<file path="src/common/tcm_pkg.sv">
// shared constants, types and register map of the timer channel block
// assumes one clock domain and an apb master with 32-bit data
package tcm_pkg;
	// register byte offsets
	localparam logic [7:0] TCM_OFS_MODE = 8'h00;
	localparam logic [7:0] TCM_OFS_CTRL = 8'h04;
	localparam logic [7:0] TCM_OFS_RELOAD = 8'h08;
	localparam logic [7:0] TCM_OFS_COUNT = 8'h0c;
	localparam logic [7:0] TCM_OFS_STATUS = 8'h10;
	localparam logic [7:0] TCM_OFS_CAPTURE = 8'h14;
	// mode register field positions
	localparam int TCM_CKS_LSB = 14;
	localparam int TCM_CCS_BIT = 12;
	localparam int TCM_SPLIT_BIT = 11;
	localparam int TCM_STS_LSB = 8;
	localparam int TCM_CIS_LSB = 6;
	localparam int TCM_MD_LSB = 1;
	localparam int TCM_MD0_BIT = 0;
	// bits 13, 5 and 4 never store
	localparam logic [15:0] TCM_MODE_WMASK = 16'hdfcf;
	// control and status bit positions
	localparam int TCM_CTRL_START_BIT = 0;
	localparam int TCM_CTRL_STOP_BIT = 1;
	localparam int TCM_ST_IRQ_BIT = 0;
	localparam int TCM_ST_RUN_BIT = 1;
	localparam int TCM_ST_TOUT_BIT = 2;
	localparam int TCM_ST_EN_BIT = 3;
	// values after reset
	localparam logic [15:0] TCM_MODE_RST = 16'h0000;
	localparam logic [15:0] TCM_RELOAD_RST = 16'h0000;
	localparam logic [15:0] TCM_CNT_RST = 16'h0000;
	localparam int TCM_SYNC_N = 3;

	typedef enum logic [2:0] {
		TCM_M_INTERVAL = 3'b000,
		TCM_M_CAPTURE = 3'b010,
		TCM_M_EVENT = 3'b011,
		TCM_M_ONECOUNT = 3'b100,
		TCM_M_CAPONE = 3'b110
	} tcm_mode_e;

	typedef enum logic [2:0] {
		TCM_T_SW = 3'b000,
		TCM_T_PIN = 3'b001,
		TCM_T_BOTH = 3'b010,
		TCM_T_MASTER = 3'b100
	} tcm_trig_e;

	typedef struct packed {
		logic psel;
		logic penable;
		logic pwrite;
		logic [7:0] paddr;
		logic [31:0] pwdata;
	} tcm_apb_req_s;

	typedef struct packed {
		logic [31:0] prdata;
		logic pready;
		logic pslverr;
	} tcm_apb_rsp_s;

	typedef struct packed {
		logic [15:0] mode;
		logic [15:0] reload;
		logic [15:0] cnt;
		logic [15:0] cap;
		logic enabled;
		logic running;
		logic irq_flag;
		logic irq_pls;
		logic tout;
		logic [TCM_SYNC_N-1:0] sync;
		logic pin_lvl;
		logic [31:0] prdata;
	} tcm_state_s;
endpackage

</file>
<file path="src/hw/tcm_channel.sv">
// one 16-bit timer channel: mode register, triggers and counting
// assumes prescaled clock ticks and master interrupt share clock_in;
// the timer input pin is asynchronous
`timescale 1ns/1ps
module tcm_channel
	import tcm_pkg::*;
#(
	parameter int CNT_W = 16
) (
	input wire logic clock_in,
	input wire logic rst_n_in,
	input tcm_pkg::tcm_apb_req_s apb_req_in,
	output tcm_pkg::tcm_apb_rsp_s apb_rsp_out,
	input wire logic [3:0] prescaled_clock_in,
	input wire logic master_irq_in,
	input wire logic timer_input_pin_in,
	output logic timer_out_out,
	output logic irq_pulse_out,
	output logic irq_flag_out,
	output logic running_out
);
	import tcm_pkg::*;

	// the split mode uses the low half, so width must be even and fit
	if (CNT_W < 4 || CNT_W > 16 || (CNT_W % 2) != 0) begin : g_chk
		$error("tcm_channel: CNT_W must be even, 4 to 16");
	end

	tcm_state_s st;
	tcm_state_s next_st;

	// operation clock select, note the swapped middle codes
	function automatic logic op_sel(input logic [3:0] ck,
		input logic [1:0] cks);
		case (cks)
			2'b00: op_sel = ck[0];
			2'b01: op_sel = ck[2];
			2'b10: op_sel = ck[1];
			default: op_sel = ck[3];
		endcase
	endfunction

	// is the mode code one that the channel may run
	function automatic logic mode_ok(input logic [3:0] md);
		case (md[3:1])
			TCM_M_INTERVAL, TCM_M_CAPTURE, TCM_M_ONECOUNT: mode_ok = 1'b1;
			TCM_M_EVENT, TCM_M_CAPONE: mode_ok = ~md[0];
			default: mode_ok = 1'b0;
		endcase
	endfunction

	logic [1:0] f_cks;
	logic f_ccs;
	logic f_split;
	logic [2:0] f_sts;
	logic [1:0] f_cis;
	logic [2:0] f_md;
	logic f_md0;
	logic m_ok;
	logic [15:0] mask;
	logic chg;
	logic rise;
	logic fall;
	logic valid_edge;
	logic start_edge;
	logic op_tick;
	logic cnt_tick;
	logic hw_start;
	logic hw_cap;
	logic acc;
	logic wr;
	logic sw_start;
	logic sw_stop;
	logic start_req;
	logic mapped;
	logic down;

	// mode register fields
	assign f_cks = st.mode[TCM_CKS_LSB +: 2];
	assign f_ccs = st.mode[TCM_CCS_BIT];
	assign f_split = st.mode[TCM_SPLIT_BIT];
	assign f_sts = st.mode[TCM_STS_LSB +: 3];
	assign f_cis = st.mode[TCM_CIS_LSB +: 2];
	assign f_md = st.mode[TCM_MD_LSB +: 3];
	assign f_md0 = st.mode[TCM_MD0_BIT];
	assign m_ok = mode_ok({f_md, f_md0});
	assign down = (f_md == TCM_M_INTERVAL) || (f_md == TCM_M_EVENT) ||
		(f_md == TCM_M_ONECOUNT);
	// split keeps the counter in its low half
	assign mask = f_split ? 16'((1 << (CNT_W / 2)) - 1) :
		16'((1 << CNT_W) - 1);

	// pin change counts once second and third stage agree
	assign chg = (st.sync[1] == st.sync[2]) &&
		(st.sync[2] != st.pin_lvl);
	assign rise = chg & st.sync[2];
	assign fall = chg & ~st.sync[2];
	// valid edge: falling, rising, or both for width measuring
	assign valid_edge = f_cis[1] ? (rise | fall) :
		(f_cis[0] ? rise : fall);
	// start edge of the pair; the capture edge is the other one
	assign start_edge = f_cis[0] ? rise : fall;

	// count clock: prescaled tick or pin edge
	assign op_tick = op_sel(prescaled_clock_in, f_cks);
	assign cnt_tick = f_ccs ? valid_edge : op_tick;

	// hardware start and capture triggers
	always_comb begin
		hw_start = 1'b0;
		hw_cap = 1'b0;
		case (f_sts)
			TCM_T_PIN: begin
				hw_start = valid_edge;
				hw_cap = valid_edge;
			end
			TCM_T_BOTH: begin
				hw_start = start_edge;
				hw_cap = f_cis[0] ? fall : rise;
			end
			TCM_T_MASTER: hw_start = master_irq_in;
			default: begin
				hw_start = 1'b0;
				hw_cap = 1'b0;
			end
		endcase
	end

	// apb decode; zero wait states, so access is the write edge
	assign acc = apb_req_in.psel & apb_req_in.penable;
	assign wr = acc & apb_req_in.pwrite;
	assign sw_start = wr && apb_req_in.paddr == TCM_OFS_CTRL &&
		apb_req_in.pwdata[TCM_CTRL_START_BIT];
	assign sw_stop = wr && apb_req_in.paddr == TCM_OFS_CTRL &&
		apb_req_in.pwdata[TCM_CTRL_STOP_BIT];
	assign mapped = apb_req_in.paddr inside {TCM_OFS_MODE, TCM_OFS_CTRL,
		TCM_OFS_RELOAD, TCM_OFS_COUNT, TCM_OFS_STATUS, TCM_OFS_CAPTURE};
	// in sw-only mode the software start begins counting at once
	assign start_req = m_ok && ((sw_start && f_sts == TCM_T_SW) ||
		(st.enabled && hw_start && f_sts != TCM_T_SW));

	// next state of the whole channel
	always_comb begin
		logic irq_ev;
		logic is_cap;
		irq_ev = 1'b0;
		is_cap = (f_md == TCM_M_CAPTURE) || (f_md == TCM_M_CAPONE);
		next_st = st;
		next_st.sync = {st.sync[1:0], timer_input_pin_in};
		if (chg) begin
			next_st.pin_lvl = st.sync[2];
		end
		// counting
		if (start_req && !st.running) begin
			next_st.running = 1'b1;
			next_st.cnt = down ? st.reload : TCM_CNT_RST;
			if (f_md0 && f_md != TCM_M_ONECOUNT) begin
				irq_ev = 1'b1;
				next_st.tout = ~st.tout;
			end
		end else if (st.running && is_cap && hw_cap) begin
			next_st.cap = st.cnt;
			irq_ev = 1'b1;
			next_st.cnt = TCM_CNT_RST;
			if (f_md == TCM_M_CAPONE) begin
				next_st.running = 1'b0;
			end
		end else if (start_req && f_md == TCM_M_ONECOUNT && f_md0) begin
			next_st.cnt = st.reload;
			irq_ev = 1'b1;
		end else if (st.running && cnt_tick) begin
			// restarts in other modes fall through and are ignored
			case (f_md)
				TCM_M_CAPTURE, TCM_M_CAPONE: begin
					next_st.cnt = st.cnt + 16'h0001;
				end
				default: begin
					if (st.cnt == 16'h0000) begin
						irq_ev = 1'b1;
						if (f_md != TCM_M_EVENT) begin
							next_st.tout = ~st.tout;
						end
						if (f_md == TCM_M_ONECOUNT) begin
							next_st.running = 1'b0;
						end else begin
							next_st.cnt = st.reload;
						end
					end else begin
						next_st.cnt = st.cnt - 16'h0001;
					end
				end
			endcase
		end
		// a prohibited mode halts the count
		if (!m_ok) begin
			next_st.running = 1'b0;
		end
		if (sw_start) begin
			next_st.enabled = 1'b1;
		end
		if (sw_stop) begin
			next_st.enabled = 1'b0;
			next_st.running = 1'b0;
		end
		// register writes
		if (wr && apb_req_in.paddr == TCM_OFS_MODE) begin
			next_st.mode = apb_req_in.pwdata[15:0] & TCM_MODE_WMASK;
		end
		if (wr && apb_req_in.paddr == TCM_OFS_RELOAD) begin
			next_st.reload = apb_req_in.pwdata[15:0];
		end
		if (wr && apb_req_in.paddr == TCM_OFS_STATUS &&
			apb_req_in.pwdata[TCM_ST_IRQ_BIT]) begin
			next_st.irq_flag = 1'b0;
		end
		// set after clear, so a new request is never lost
		if (irq_ev) begin
			next_st.irq_flag = 1'b1;
		end
		next_st.irq_pls = irq_ev;
		next_st.cnt = next_st.cnt & mask;
		// read data sampled in the setup phase, shown in access
		if (apb_req_in.psel && !apb_req_in.penable) begin
			case (apb_req_in.paddr)
				TCM_OFS_MODE: next_st.prdata = {16'h0000, st.mode};
				TCM_OFS_RELOAD: next_st.prdata = {16'h0000, st.reload};
				TCM_OFS_COUNT: next_st.prdata = {16'h0000, st.cnt};
				TCM_OFS_CAPTURE: next_st.prdata = {16'h0000, st.cap};
				TCM_OFS_STATUS: begin
					next_st.prdata = 32'h0000_0000;
					next_st.prdata[TCM_ST_IRQ_BIT] = st.irq_flag;
					next_st.prdata[TCM_ST_RUN_BIT] = st.running;
					next_st.prdata[TCM_ST_TOUT_BIT] = st.tout;
					next_st.prdata[TCM_ST_EN_BIT] = st.enabled;
				end
				default: next_st.prdata = 32'h0000_0000;
			endcase
		end
	end

	// single state register, synchronous reset
	always_ff @(posedge clock_in) begin
		if (!rst_n_in) begin
			st <= '0;
			st.mode <= TCM_MODE_RST;
			st.reload <= TCM_RELOAD_RST;
			st.cnt <= TCM_CNT_RST;
		end else begin
			st <= next_st;
		end
	end

	// outputs
	// one driver for the whole response; pready is constant
	assign apb_rsp_out = '{prdata: st.prdata, pready: 1'b1,
		pslverr: acc & ~mapped};
	assign timer_out_out = st.tout;
	assign irq_pulse_out = st.irq_pls;
	assign irq_flag_out = st.irq_flag;
	assign running_out = st.running;
endmodule

</file>
<file path="config.mk">
export PLATFORM = sky130hd
export DESIGN_NAME = tcm_channel
export DESIGN_NICKNAME = d
export VERILOG_FILES = /design/src/common/tcm_pkg.sv /design/src/hw/tcm_channel.sv
export SDC_FILE = /design/constraint.sdc
export NUM_CORES = 1
export LEC_CHECK = 0
export ABC_CLOCK_PERIOD_IN_PS = 6600
export BUFFER_PORTS_ARGS = -buffer_cell sky130_fd_sc_hd__buf_2
export CORE_UTILIZATION = 35
export CTS_CLUSTER_SIZE = 28
export DETAILED_ROUTE_END_ITERATION = 12
export GPL_ROUTABILITY_DRIVEN = 1
export GPL_TIMING_DRIVEN = 0
export PLACE_DENSITY = 0.57
export REMOVE_ABC_BUFFERS = 1
export SLEW_MARGIN = 20
export SYNTH_ARGS = -nofsm -noshare
export SYNTH_HDL_FRONTEND = slang
export SYNTH_SLANG_ARGS = --single-unit
</file>
<file path="constraint.sdc">
create_clock -name clock_in -period 6.6 [get_ports clock_in]
set_input_delay 1.32 -clock clock_in [delete_from_list [all_inputs] [get_ports clock_in]]
set_output_delay 1.32 -clock clock_in [all_outputs]
set_load 0.01 [all_outputs]
</file>
# After elaboration in Yosys (flattened, before gate mapping)
# Index checks and enable logic that the tools add are counted.
[word_totals]
regBits = 102
input_bits = 51
[op_classes]
addsub = 2
n_eq_ne = 25
mux = 43
bitwise_logic = 14
reduce_logical = 48
[ops]
columns = ["cell", "n"]
rows = [
  ["$mux 16", 9],
  ["$pmux 16 s5", 1],
  ["$mux 1", 29],
  ["$logic_and 1x1->1", 20],
  ["$add 16x1->16 const B", 1],
  ["$and 16x16->16", 1],
  ["$eq 8x4->1 const B", 2],
  ["$eq 8x5->1 const B", 2],
  ["$logic_not 16->1", 1],
  ["$sub 16x1->16 const B", 1],
  ["$ne 3x3->1 const B", 4],
  ["$reduce_bool 3->1", 4],
  ["$eq 3x2->1 const B", 3],
  ["$eq 3x3->1 const B", 3],
  ["$eq 8x3->1 const B", 1],
  ["$logic_not 8->1", 1],
  ["$reduce_bool 2->1", 4],
  ["$not 1->1", 7],
  ["$reduce_and 7->1", 1],
  ["$logic_not 3->1", 2],
  ["$ne 2x2->1 const B", 3],
  ["$pmux 1 s3", 2],
  ["$reduce_and 6->1", 1],
  ["$reduce_bool 6->1", 1],
  ["16 further kinds", 28],
]

# Depth between registers and ports, before layout
# Gate-level depths: netlist of the first run.
[logic_depth]
depth_word = 16
ltp_mapped = 11
depth_no_buf = 9

# Worst setup path before layout of the first run
# No wires, ideal clock.
[synth_timing]
path_type = "input to output"
startpoint = "in apb_req_in[34] in the netlist's numbering"
endpoint = "out apb_rsp_out[0] in the netlist's numbering"
arrival_time_ns = 2.597
required_ns = 5.280
path_slack_ns = 2.683
cell_stages = 6
path_buffers = 3
path_cell_list = "buf_2 nor4b_1 and3_1 buf_2 buf_1 nor4_1"
[synth_rtl]
columns = ["element", "line", "rtl"]
rows = [
  ["from (decl)", "tcm_channel.sv:12", "input tcm_pkg::tcm_apb_req_s apb_req_in,"],
  ["to (decl)", "tcm_channel.sv:13", "output tcm_pkg::tcm_apb_rsp_s apb_rsp_out,"],
]

==> flow_summary.json, run 1 <==
{
  "grt_pass1_wl_mm": 24.8,
  "fin_crit_sh_pct": 72.2,
  "multi_input_area_mm2": 0.00328,
  "portBuffers": 55,
  "postCtsHoldBufs": 0,
  "wl_mm": 15.7,
  "rsz0062_at_grt": "false",
  "post_cts_buffers": 0,
  "nets": 723,
  "cts_buffers": 9,
  "clockBufferDepth": 2,
  "clk_pin_slew_ns": 0.06,
  "path_max_fanout": 18,
  "skew_ns": 0.00756,
  "nFillCells": 1609,
  "placementRows": 45,
  "ys.flop_type": "dfxtp_1",
  "clk_latency_ns": 0.35,
  "start_util_pct": 35.8,
  "ys_ff_latch": 86,
  "n_antenna_cell": 0,
  "cts_resized": 0,
  "vias_per_cell": 5.73,
  "grt_pass1_vias": 4518,
  "syn_inst": 678,
  "status": "finished, final reports clean",
  "grt_overflow": 0,
  "path_class": "in -> out",
  "synth_area_mm2": 0.00544,
  "power_w": 0.00105,
  "start_kind": "input port",
  "mostFrequentLayoutCells": "86 x dfxtp_1, 64 x nand2_1, 54 x buf_2",
  "drt_iter0_drc": 438,
  "cp.required_ns": 5.28,
  "worst_pin_slew_ns": 1.07,
  "max_slew_margin_pct": 28.4,
  "crit_path_end_kind": "output pin",
  "drv_slew": 0,
  "regArea_mm2": 0.00172,
  "grt_max_degree": 80,
  "synth-edff-count": 0,
  "fmax_mhz": 210,
  "synth_warnings": 0,
  "final_hold_viol_count": 0,
  "hold_class": "reg -> reg",
  "die_h_um": 127,
  "fin_crit_ns": 4.77,
  "cts_root_buf": "clkbuf_16",
  "htree_levels": 3,
  "mostFrequentLayoutCell": "dfxtp_1",
  "fin_tns_setup_ns": 0,
  "cts_tree": "built",
  "setup_violations": 0,
  "drive_gt1_share_pct": 13.8,
  "antenna_found_initial": 0,
  "die_w_um": 127,
  "maxCapViolCount": 0,
  "io_pins": 89,
  "arrival_ns": 3.45,
  "syn_to_final_growth_pct": 7.76,
  "vias": 4935,
  "wl_per_cell_um": 18.3,
  "powerDensity_mw_per_mm2": 180,
  "ant_nets": 0,
  "hpwlAfterDp_mm": 10.9,
  "clock_sinks": 86,
  "drt-pass1-iter-count": 5,
  "p_leak_nw": 2.05,
  "synthDistinctLibCells": 69,
  "dieArea_mm2": 0.0160,
  "drc": 0,
  "ys_seq_area_share_pct": 31.7,
  "core_area_mm2": 0.0152,
  "avgSynthCellArea_um2": 8.02,
  "grt.total_usage_pct": 20.0,
  "peakVddDrop_mv": 0.113,
  "gp_congestion": 0.907,
  "synthArstFlopShare_pct": 0
}
==> cell type report <==
class                           count  area share (%)
Multi-Input combinational cell    510            55.9
Sequential cell                    86            29.4
Timing Repair Buffer               58            5.66
Clock buffer                       11            4.31
Tap cell                          188            4.02
Clock inverter                      4           0.384
Inverter                            5           0.320
==> logic make-up (layout without fill, tap and decap cells) <==
group | after synthesis | after routing | synth area share [%]
and+or+nand+nor | 254 | 254 | 25.7
AOI/OAI and AO/OA | 184 | 184 | 22.6
buffers and inverters | 97 | 78 | 9.51
DFF | 86 | 86 | 31.7
muxes | 48 | 48 | 9.07
xor gates and xnor gates | 5 | 5 | 0.805
adders and majority gates | 2 | 2 | 0.460
other | 2 | 17 | 0.138
==> critical path, stage by stage <==
cell,delay (ns)
buf_2,0.46
nor4b_1,0.49
and3_1,0.87
nor4_1,0.11
buf_2,0.18
==> metrics by stage <==
step / area [um2] / hold slack [ns] / worst slack, ns / std cells / utilization, %
3_3_place_gp: 5510 / 0.419 / 1.71 / 844 / 36.2
4_1_cts: 5860 / 0.444 / 1.82 / 862 / 38.5
2_1_floorplan: 4990 / 0.412 / 2.96 / 601 / -
5_1_grt: 5860 / 0.461 / 1.72 / 862 / 38.5
6_report: 5860 / 0.440 / 1.83 / 862 / 38.5
3_5_place_dp: 5580 / 0.429 / 1.83 / 847 / 36.7
==> state kept, by name, summed over array words and instances (netlist names), 2 cells and up <==
name         flops
apb_rsp_out     16
f_cks            2
f_cis            2
f_sts            3
f_md             3
next_st          2
st              51
==> power breakdown <==
group          internal, W  switching [W]  leakage (nW)
Sequential        0.000521     0.00000150         0.693
Clock             0.000271       0.000207         0.137
Combinational    0.0000202      0.0000308          1.22
==> path summary, 6_finish.rpt <==
check | depth (start not counted) | end | from | slack, ns
max | 5 | apb_rsp_out[0] | apb_req_in[34] | 1.83
min reg2reg | 1 | next_st[35] | next_st[34] | 0.44
max reg2reg | 6 | st[62] | f_cis[0] | 3.65
min | 1 | next_st[35] | next_st[34] | 0.44
==> metal layers <==
| layer | track usage, % | up-vias | routed length (um) | share of wire [%] |
|---|---|---|---|---|
| met2 | 32.8 | 169 | 7460 | 47 |
| met1 | 26.0 | 2337 | 6990 | 44 |
| li1 | - | 2401 | - | - |
| met4 | 8.50 | 0 | 321 | 2.0 |
| met5 | 0 | - | 0 | 0 |
| met3 | 3.25 | 28 | 969 | 6.2 |
==> cells in the mapped netlist (3+ instances only) <==
cell type  number  area share (%)
dfxtp_1        86              32
nand2_1        64             4.4
nor2b_1        48             5.5
mux2i_1        47             8.7
clkbuf_1       45             3.1
o21ai_0        42             3.9
a21oi_1        34             3.1
buf_4          34             4.7
a22oi_1        28             3.9
nor2_1         28             1.9
nand3_1        17             1.6
a21boi_0       16             2.2
nor3_1         14             1.3
nor4_1         13             1.5
and3_1         11             1.3
a31oi_1         9             1.0
buf_2           8            0.74
nand4_1         7            0.81
and2_1          6            0.69
nand3b_1        6            0.83
a211oi_1        5            0.69
a21o_1          5            0.69
a221oi_1        5            0.81
inv_1           5            0.35
nand2b_1        5            0.58
o211ai_1        5            0.69
o21a_1          5            0.69
xor2_1          5            0.81
and4_1          4            0.64
nor4b_1         4            0.64
or3b_2          4            0.64
a2111oi_0       3            0.48
a22o_1          3            0.48
a32oi_1         3            0.48
buf_1           3            0.21
nor3b_1         3            0.41
or3_1           3            0.35
No activity file was read; power rests on OpenSTA's default activity.
==> run 2, diff against run 1 <==
--- a/config.mk
+++ b/config.mk
@@ -5,14 +5,14 @@
 export SDC_FILE = /design/constraint.sdc
 export NUM_CORES = 1
 export LEC_CHECK = 0
-export ABC_CLOCK_PERIOD_IN_PS = 6600
+export ABC_CLOCK_PERIOD_IN_PS = 4150
 export BUFFER_PORTS_ARGS = -buffer_cell sky130_fd_sc_hd__buf_2
 export CORE_UTILIZATION = 35
 export CTS_CLUSTER_SIZE = 28
 export DETAILED_ROUTE_END_ITERATION = 12
 export GPL_ROUTABILITY_DRIVEN = 1
 export GPL_TIMING_DRIVEN = 0
-export PLACE_DENSITY = 0.57
+export PLACE_DENSITY = 0.59
 export REMOVE_ABC_BUFFERS = 1
 export SLEW_MARGIN = 20
 export SYNTH_ARGS = -nofsm -noshare
==> constraint.sdc (replaced) <==
create_clock -name clock_in -period 4.15 [get_ports clock_in]
set_input_delay 0.83 -clock clock_in [delete_from_list [all_inputs] [get_ports clock_in]]
set_output_delay 0.83 -clock clock_in [all_outputs]
set_load 0.01 [all_outputs]
==> run 2 against run 1 <==
Register-to-register slack worse by 2.4 ns. Combinational power up 58%. Highest routed layer unchanged. First-iteration DRC count down 18%. Power up 65%. Global-route usage down 0.12 points. Clock skew down 0.0019 ns. Wire length up 0.32%. Critical path depth unchanged.
==> flow_summary.json, run 2 (same netlist as run 1, synthesis figures left out) <==
{
  "rrSetupSlack_ns": 1.25,
  "status": "finished, final reports clean",
  "clk_pin_slew_ns": 0.06,
  "fin_crit_sh_pct": 92.5,
  "final_hold_viol_count": 0,
  "post_cts_buffers": 0,
  "grt.total_usage_pct": 19.9,
  "arrival_ns": 3.01,
  "whs_path_depth": 1,
  "reg2reg_depth": 6,
  "hold_end": "next_st[35]",
  "crit_path_end_kind": "output pin",
  "mostFrequentLayoutCells": "86 x dfxtp_1, 64 x nand2_1, 54 x buf_2",
  "wl_mm": 15.8,
  "hp-start": "next_st[34]",
  "wl_per_cell_um": 18.3,
  "rsz0062_at_grt": "false",
  "ant_nets": 0,
  "gp_congestion": 0.881,
  "drv_slew": 0,
  "largest_register_ffs": 51,
  "core_area_mm2": 0.0152,
  "grt_pass1_vias": 4456,
  "clock_sinks": 86,
  "n_antenna_cell": 0,
  "top_register": "st",
  "grt_max_degree": 80,
  "setup_ws_ns": 0.312,
  "mostFrequentLayoutCell": "dfxtp_1",
  "drc": 0,
  "skew_ns": 0.00564,
  "dieArea_mm2": 0.0160,
  "htree_levels": 3,
  "cp.required_ns": 3.32,
  "clk_latency_ns": 0.35,
  "vias": 4982,
  "cts_tree": "built",
  "grt_pass1_wl_mm": 24.5,
  "cts_resized": 0,
  "max_slew_margin_pct": 29.6,
  "die_h_um": 127,
  "p_leak_nw": 2.07,
  "syn_to_final_growth_pct": 8.24,
  "io_pins": 89,
  "cts_root_buf": "clkbuf_16",
  "start_kind": "input port",
  "nets": 723,
  "path_class": "in -> out",
  "dp.cells": 847,
  "regArea_mm2": 0.00172,
  "final_cell_count_no_fill": 863,
  "nFillCells": 1563,
  "fin_util_pct": 38.7,
  "fmax_mhz": 261,
  "maxCapViolCount": 0,
  "die_w_um": 127,
  "cts_buffers": 9,
  "postCtsHoldBufs": 0,
  "vias_per_cell": 5.77,
  "multi_input_area_mm2": 0.00328,
  "placementRows": 45,
  "start_util_pct": 35.8,
  "portBuffers": 55,
  "drt-pass1-iter-count": 5,
  "peakVddDrop_mv": 0.185,
  "r2r-end": "st[61]",
  "setup_violations": 0,
  "antenna_found_initial": 0,
  "dpl_worst_slack_ns": 0.284,
  "worst_pin_slew_ns": 1.06,
  "drive_gt1_share_pct": 13.8,
  "powerDensity_mw_per_mm2": 295,
  "grt_overflow": 0,
  "holdWs_ns": 0.440,
  "hold_class": "reg -> reg",
  "fin_crit_ns": 3.84,
  "hpwlAfterDp_mm": 11.0,
  "clockBufferDepth": 2,
  "drt_iter0_drc": 361,
  "path_max_fanout": 18,
  "worstReg2RegStart": "f_cis[0]"
}
## run 2: power by group
part / internal [W] / switching [W] / leakage, nW
clock: 0.000496 / 0.000327 / 0.152
combinational: 0.0000321 / 0.0000486 / 1.22
sequential: 0.000829 / 0.00000230 / 0.693
## run 2: worst max path at each step
stage,to,start,slack [ns],cells past startpoint
finish,apb_rsp_out[0],apb_req_in[34],0.31,5
floorplan,st[57],running_out,0.92,7
global route,apb_rsp_out[0],apb_req_in[34],0.20,5
detailed placement,apb_rsp_out[0],apb_req_in[34],0.28,5
global placement,st[61],running_out,-0.53,7
CTS,apb_rsp_out[0],apb_req_in[34],0.28,5
## run 2: metal layers
layer,vias to the layer above,wire (um),part of all wire [%],global-route usage (%)
met4,0,310,2.0,7.44
met2,141,7570,48,33.1
li1,2399,-,-,-
met3,25,843,5.3,4.18
met1,2417,7060,45,25.2
met5,-,0,0,0
## run 2: through the flow
stage,TNS (ns),instance area (um2),power (W)
2_1_floorplan,0,4990,0.000884
5_1_grt,0,5880,0.00180
4_1_cts,0,5880,0.00176
3_5_place_dp,0,5580,0.000930
6_report,0,5880,0.00173
3_3_place_gp,-8.95,5510,0.000929
## run 2: area by class of cell
type / instances / share of cell area [%]
tap: 188 / 4.00
multi-input combinational: 510 / 55.7
inverter: 5 / 0.319
timing repair buffer: 58 / 5.63
sequential: 86 / 29.3
clock buffer: 12 / 4.36
clock inverter: 4 / 0.765
## run 2: critical path, stage by stage
cell,delay [ns]
buf_2,0.45
nor4b_1,0.53
and3_1,0.88
nor4_1,0.12
buf_2,0.18
==> run 3, diff against run 2 <==
--- a/config.mk
+++ b/config.mk
@@ -7,6 +7,7 @@
 export LEC_CHECK = 0
 export ABC_CLOCK_PERIOD_IN_PS = 4150
 export BUFFER_PORTS_ARGS = -buffer_cell sky130_fd_sc_hd__buf_2
+export CORE_MARGIN = 3
 export CORE_UTILIZATION = 35
 export CTS_CLUSTER_SIZE = 28
 export DETAILED_ROUTE_END_ITERATION = 12
==> run 3 against run 2 <==
Final cell count decreased by 0.46%. Count of clock-buffer cells in the layout unchanged. Worst setup slack got worse by 0.034 ns. Sequential power barely moved. First-iteration DRC count rose by 18%. Maximum frequency down 0.87%.
==> flow_summary.json, run 3 (same netlist as run 1, synthesis figures left out) <==
{
  "status": "finished, final reports clean",
  "drive_gt1_share_pct": 13.6,
  "regArea_mm2": 0.00172,
  "powerDensity_mw_per_mm2": 285,
  "clk_pin_slew_ns": 0.06,
  "nFillCells": 1547,
  "mostFrequentLayoutCells": "86 x dfxtp_1, 64 x nand2_1, 54 x buf_2",
  "clock_sinks": 86,
  "fin_util_pct": 39.3,
  "top_register": "st",
  "placed_cell_area_mm2": 0.00558,
  "mostFrequentLayoutCell": "dfxtp_1",
  "worst_pin_slew_ns": 1.09,
  "path_class": "in -> out",
  "grt_pass1_vias": 4520,
  "skew_ns": 0.00513,
  "wl_mm": 16.0,
  "path_max_fanout": 18,
  "setup_ws_ns": 0.278,
  "cts_root_buf": "clkbuf_16",
  "multi_input_area_mm2": 0.00328,
  "placementRows": 44,
  "die_h_um": 131,
  "maxCapViolCount": 0,
  "drc": 0,
  "dpl_worst_slack_ns": 0.312,
  "clockBufferDepth": 2,
  "vias": 4941,
  "io_pins": 89,
  "cts_buffers": 9,
  "portBuffers": 55,
  "post_cts_buffers": 0,
  "fmax_mhz": 258,
  "p_leak_nw": 2.05,
  "syn_to_final_growth_pct": 7.55,
  "setup_violations": 0,
  "max_slew_margin_pct": 27.4,
  "n_antenna_cell": 0,
  "nets": 723,
  "cp.required_ns": 3.32,
  "drv_slew": 0,
  "hpwlAfterDp_mm": 11.2,
  "core_area_mm2": 0.0149,
  "wl_per_cell_um": 18.6,
  "drt_iter0_drc": 426,
  "cts_tree": "built",
  "cts_resized": 0,
  "power_w": 0.00167,
  "clk_latency_ns": 0.35,
  "fin_crit_sh_pct": 93.3,
  "hold_class": "reg -> reg",
  "htree_levels": 3,
  "start_kind": "input port",
  "peakVddDrop_mv": 0.168,
  "drt-pass1-iter-count": 5,
  "crit_path_end_kind": "output pin",
  "grt_overflow": 0,
  "grt.total_usage_pct": 18.8,
  "ant_nets": 0,
  "final_hold_viol_count": 0,
  "antenna_found_initial": 0,
  "arrival_ns": 3.04,
  "die_w_um": 131,
  "fin_crit_ns": 3.87,
  "vias_per_cell": 5.75,
  "grt_pass1_wl_mm": 24.9,
  "rsz0062_at_grt": "false",
  "gp_congestion": 0.953,
  "dieArea_mm2": 0.0171,
  "start_util_pct": 36.6,
  "fin_area_mm2": 0.00585,
  "grt_max_degree": 80,
  "largest_register_ffs": 51,
  "postCtsHoldBufs": 0
}
-- run 3: cell count changes in the layout (fill, tap and decap cells not counted) --
| cell | previous run | this run |
|---|---|---|
| bufinv_16 | 1 | 0 |
| clkbuf_1 | 1 | 2 |
| clkbuf_8 | 2 | 1 |
| clkinvlp_4 | 0 | 1 |
-- run 3: report_power, final --
part            total, W  switching, W  internal, W
sequential      0.000831    0.00000233     0.000829
clock           0.000756      0.000336     0.000419
combinational  0.0000806     0.0000485    0.0000321
total            0.00167      0.000387      0.00128
-- run 3: metal layers --
metal / up-vias / global-route usage, % / part of all wire (%)
met5: - / 0 / 0
met4: 0 / 6.65 / 1.7
met3: 20 / 2.68 / 5.0
met2: 153 / 30.3 / 48
met1: 2374 / 25.8 / 46
li1: 2394 / - / -
-- run 3: critical path, stage by stage --
cell and delay, ns:
buf_2 0.45, nor4b_1 0.57, and3_1 0.88, nor4_1 0.12, buf_2 0.18
-- run 3: layout make-up --
cell class	count	area share, %
Multi-Input combinational cell	510	56.0
Sequential cell	86	29.4
Timing Repair Buffer	58	5.67
Clock buffer	12	4.22
Tap cell	184	3.94
Clock inverter	4	0.385
Inverter	5	0.321
-- run 3: through the flow --
step | setup TNS (ns) | hold WS, ns | std cells
6_report | 0 | 0.442 | 859
5_1_grt | 0 | 0.465 | 859
4_1_cts | 0 | 0.442 | 859
3_5_place_dp | 0 | 0.427 | 843
3_3_place_gp | -7.64 | 0.419 | 840
2_1_floorplan | 0 | 0.412 | 601
-- run 3: worst paths after layout --
check | to | slack, ns | from | cells past startpoint
hold / removal | next_st[35] | 0.44 | next_st[34] | 1
setup / recovery | apb_rsp_out[0] | 0.28 | apb_req_in[34] | 5
setup reg to reg | st[60] | 1.19 | f_cis[0] | 6
hold reg to reg | next_st[35] | 0.44 | next_st[34] | 1
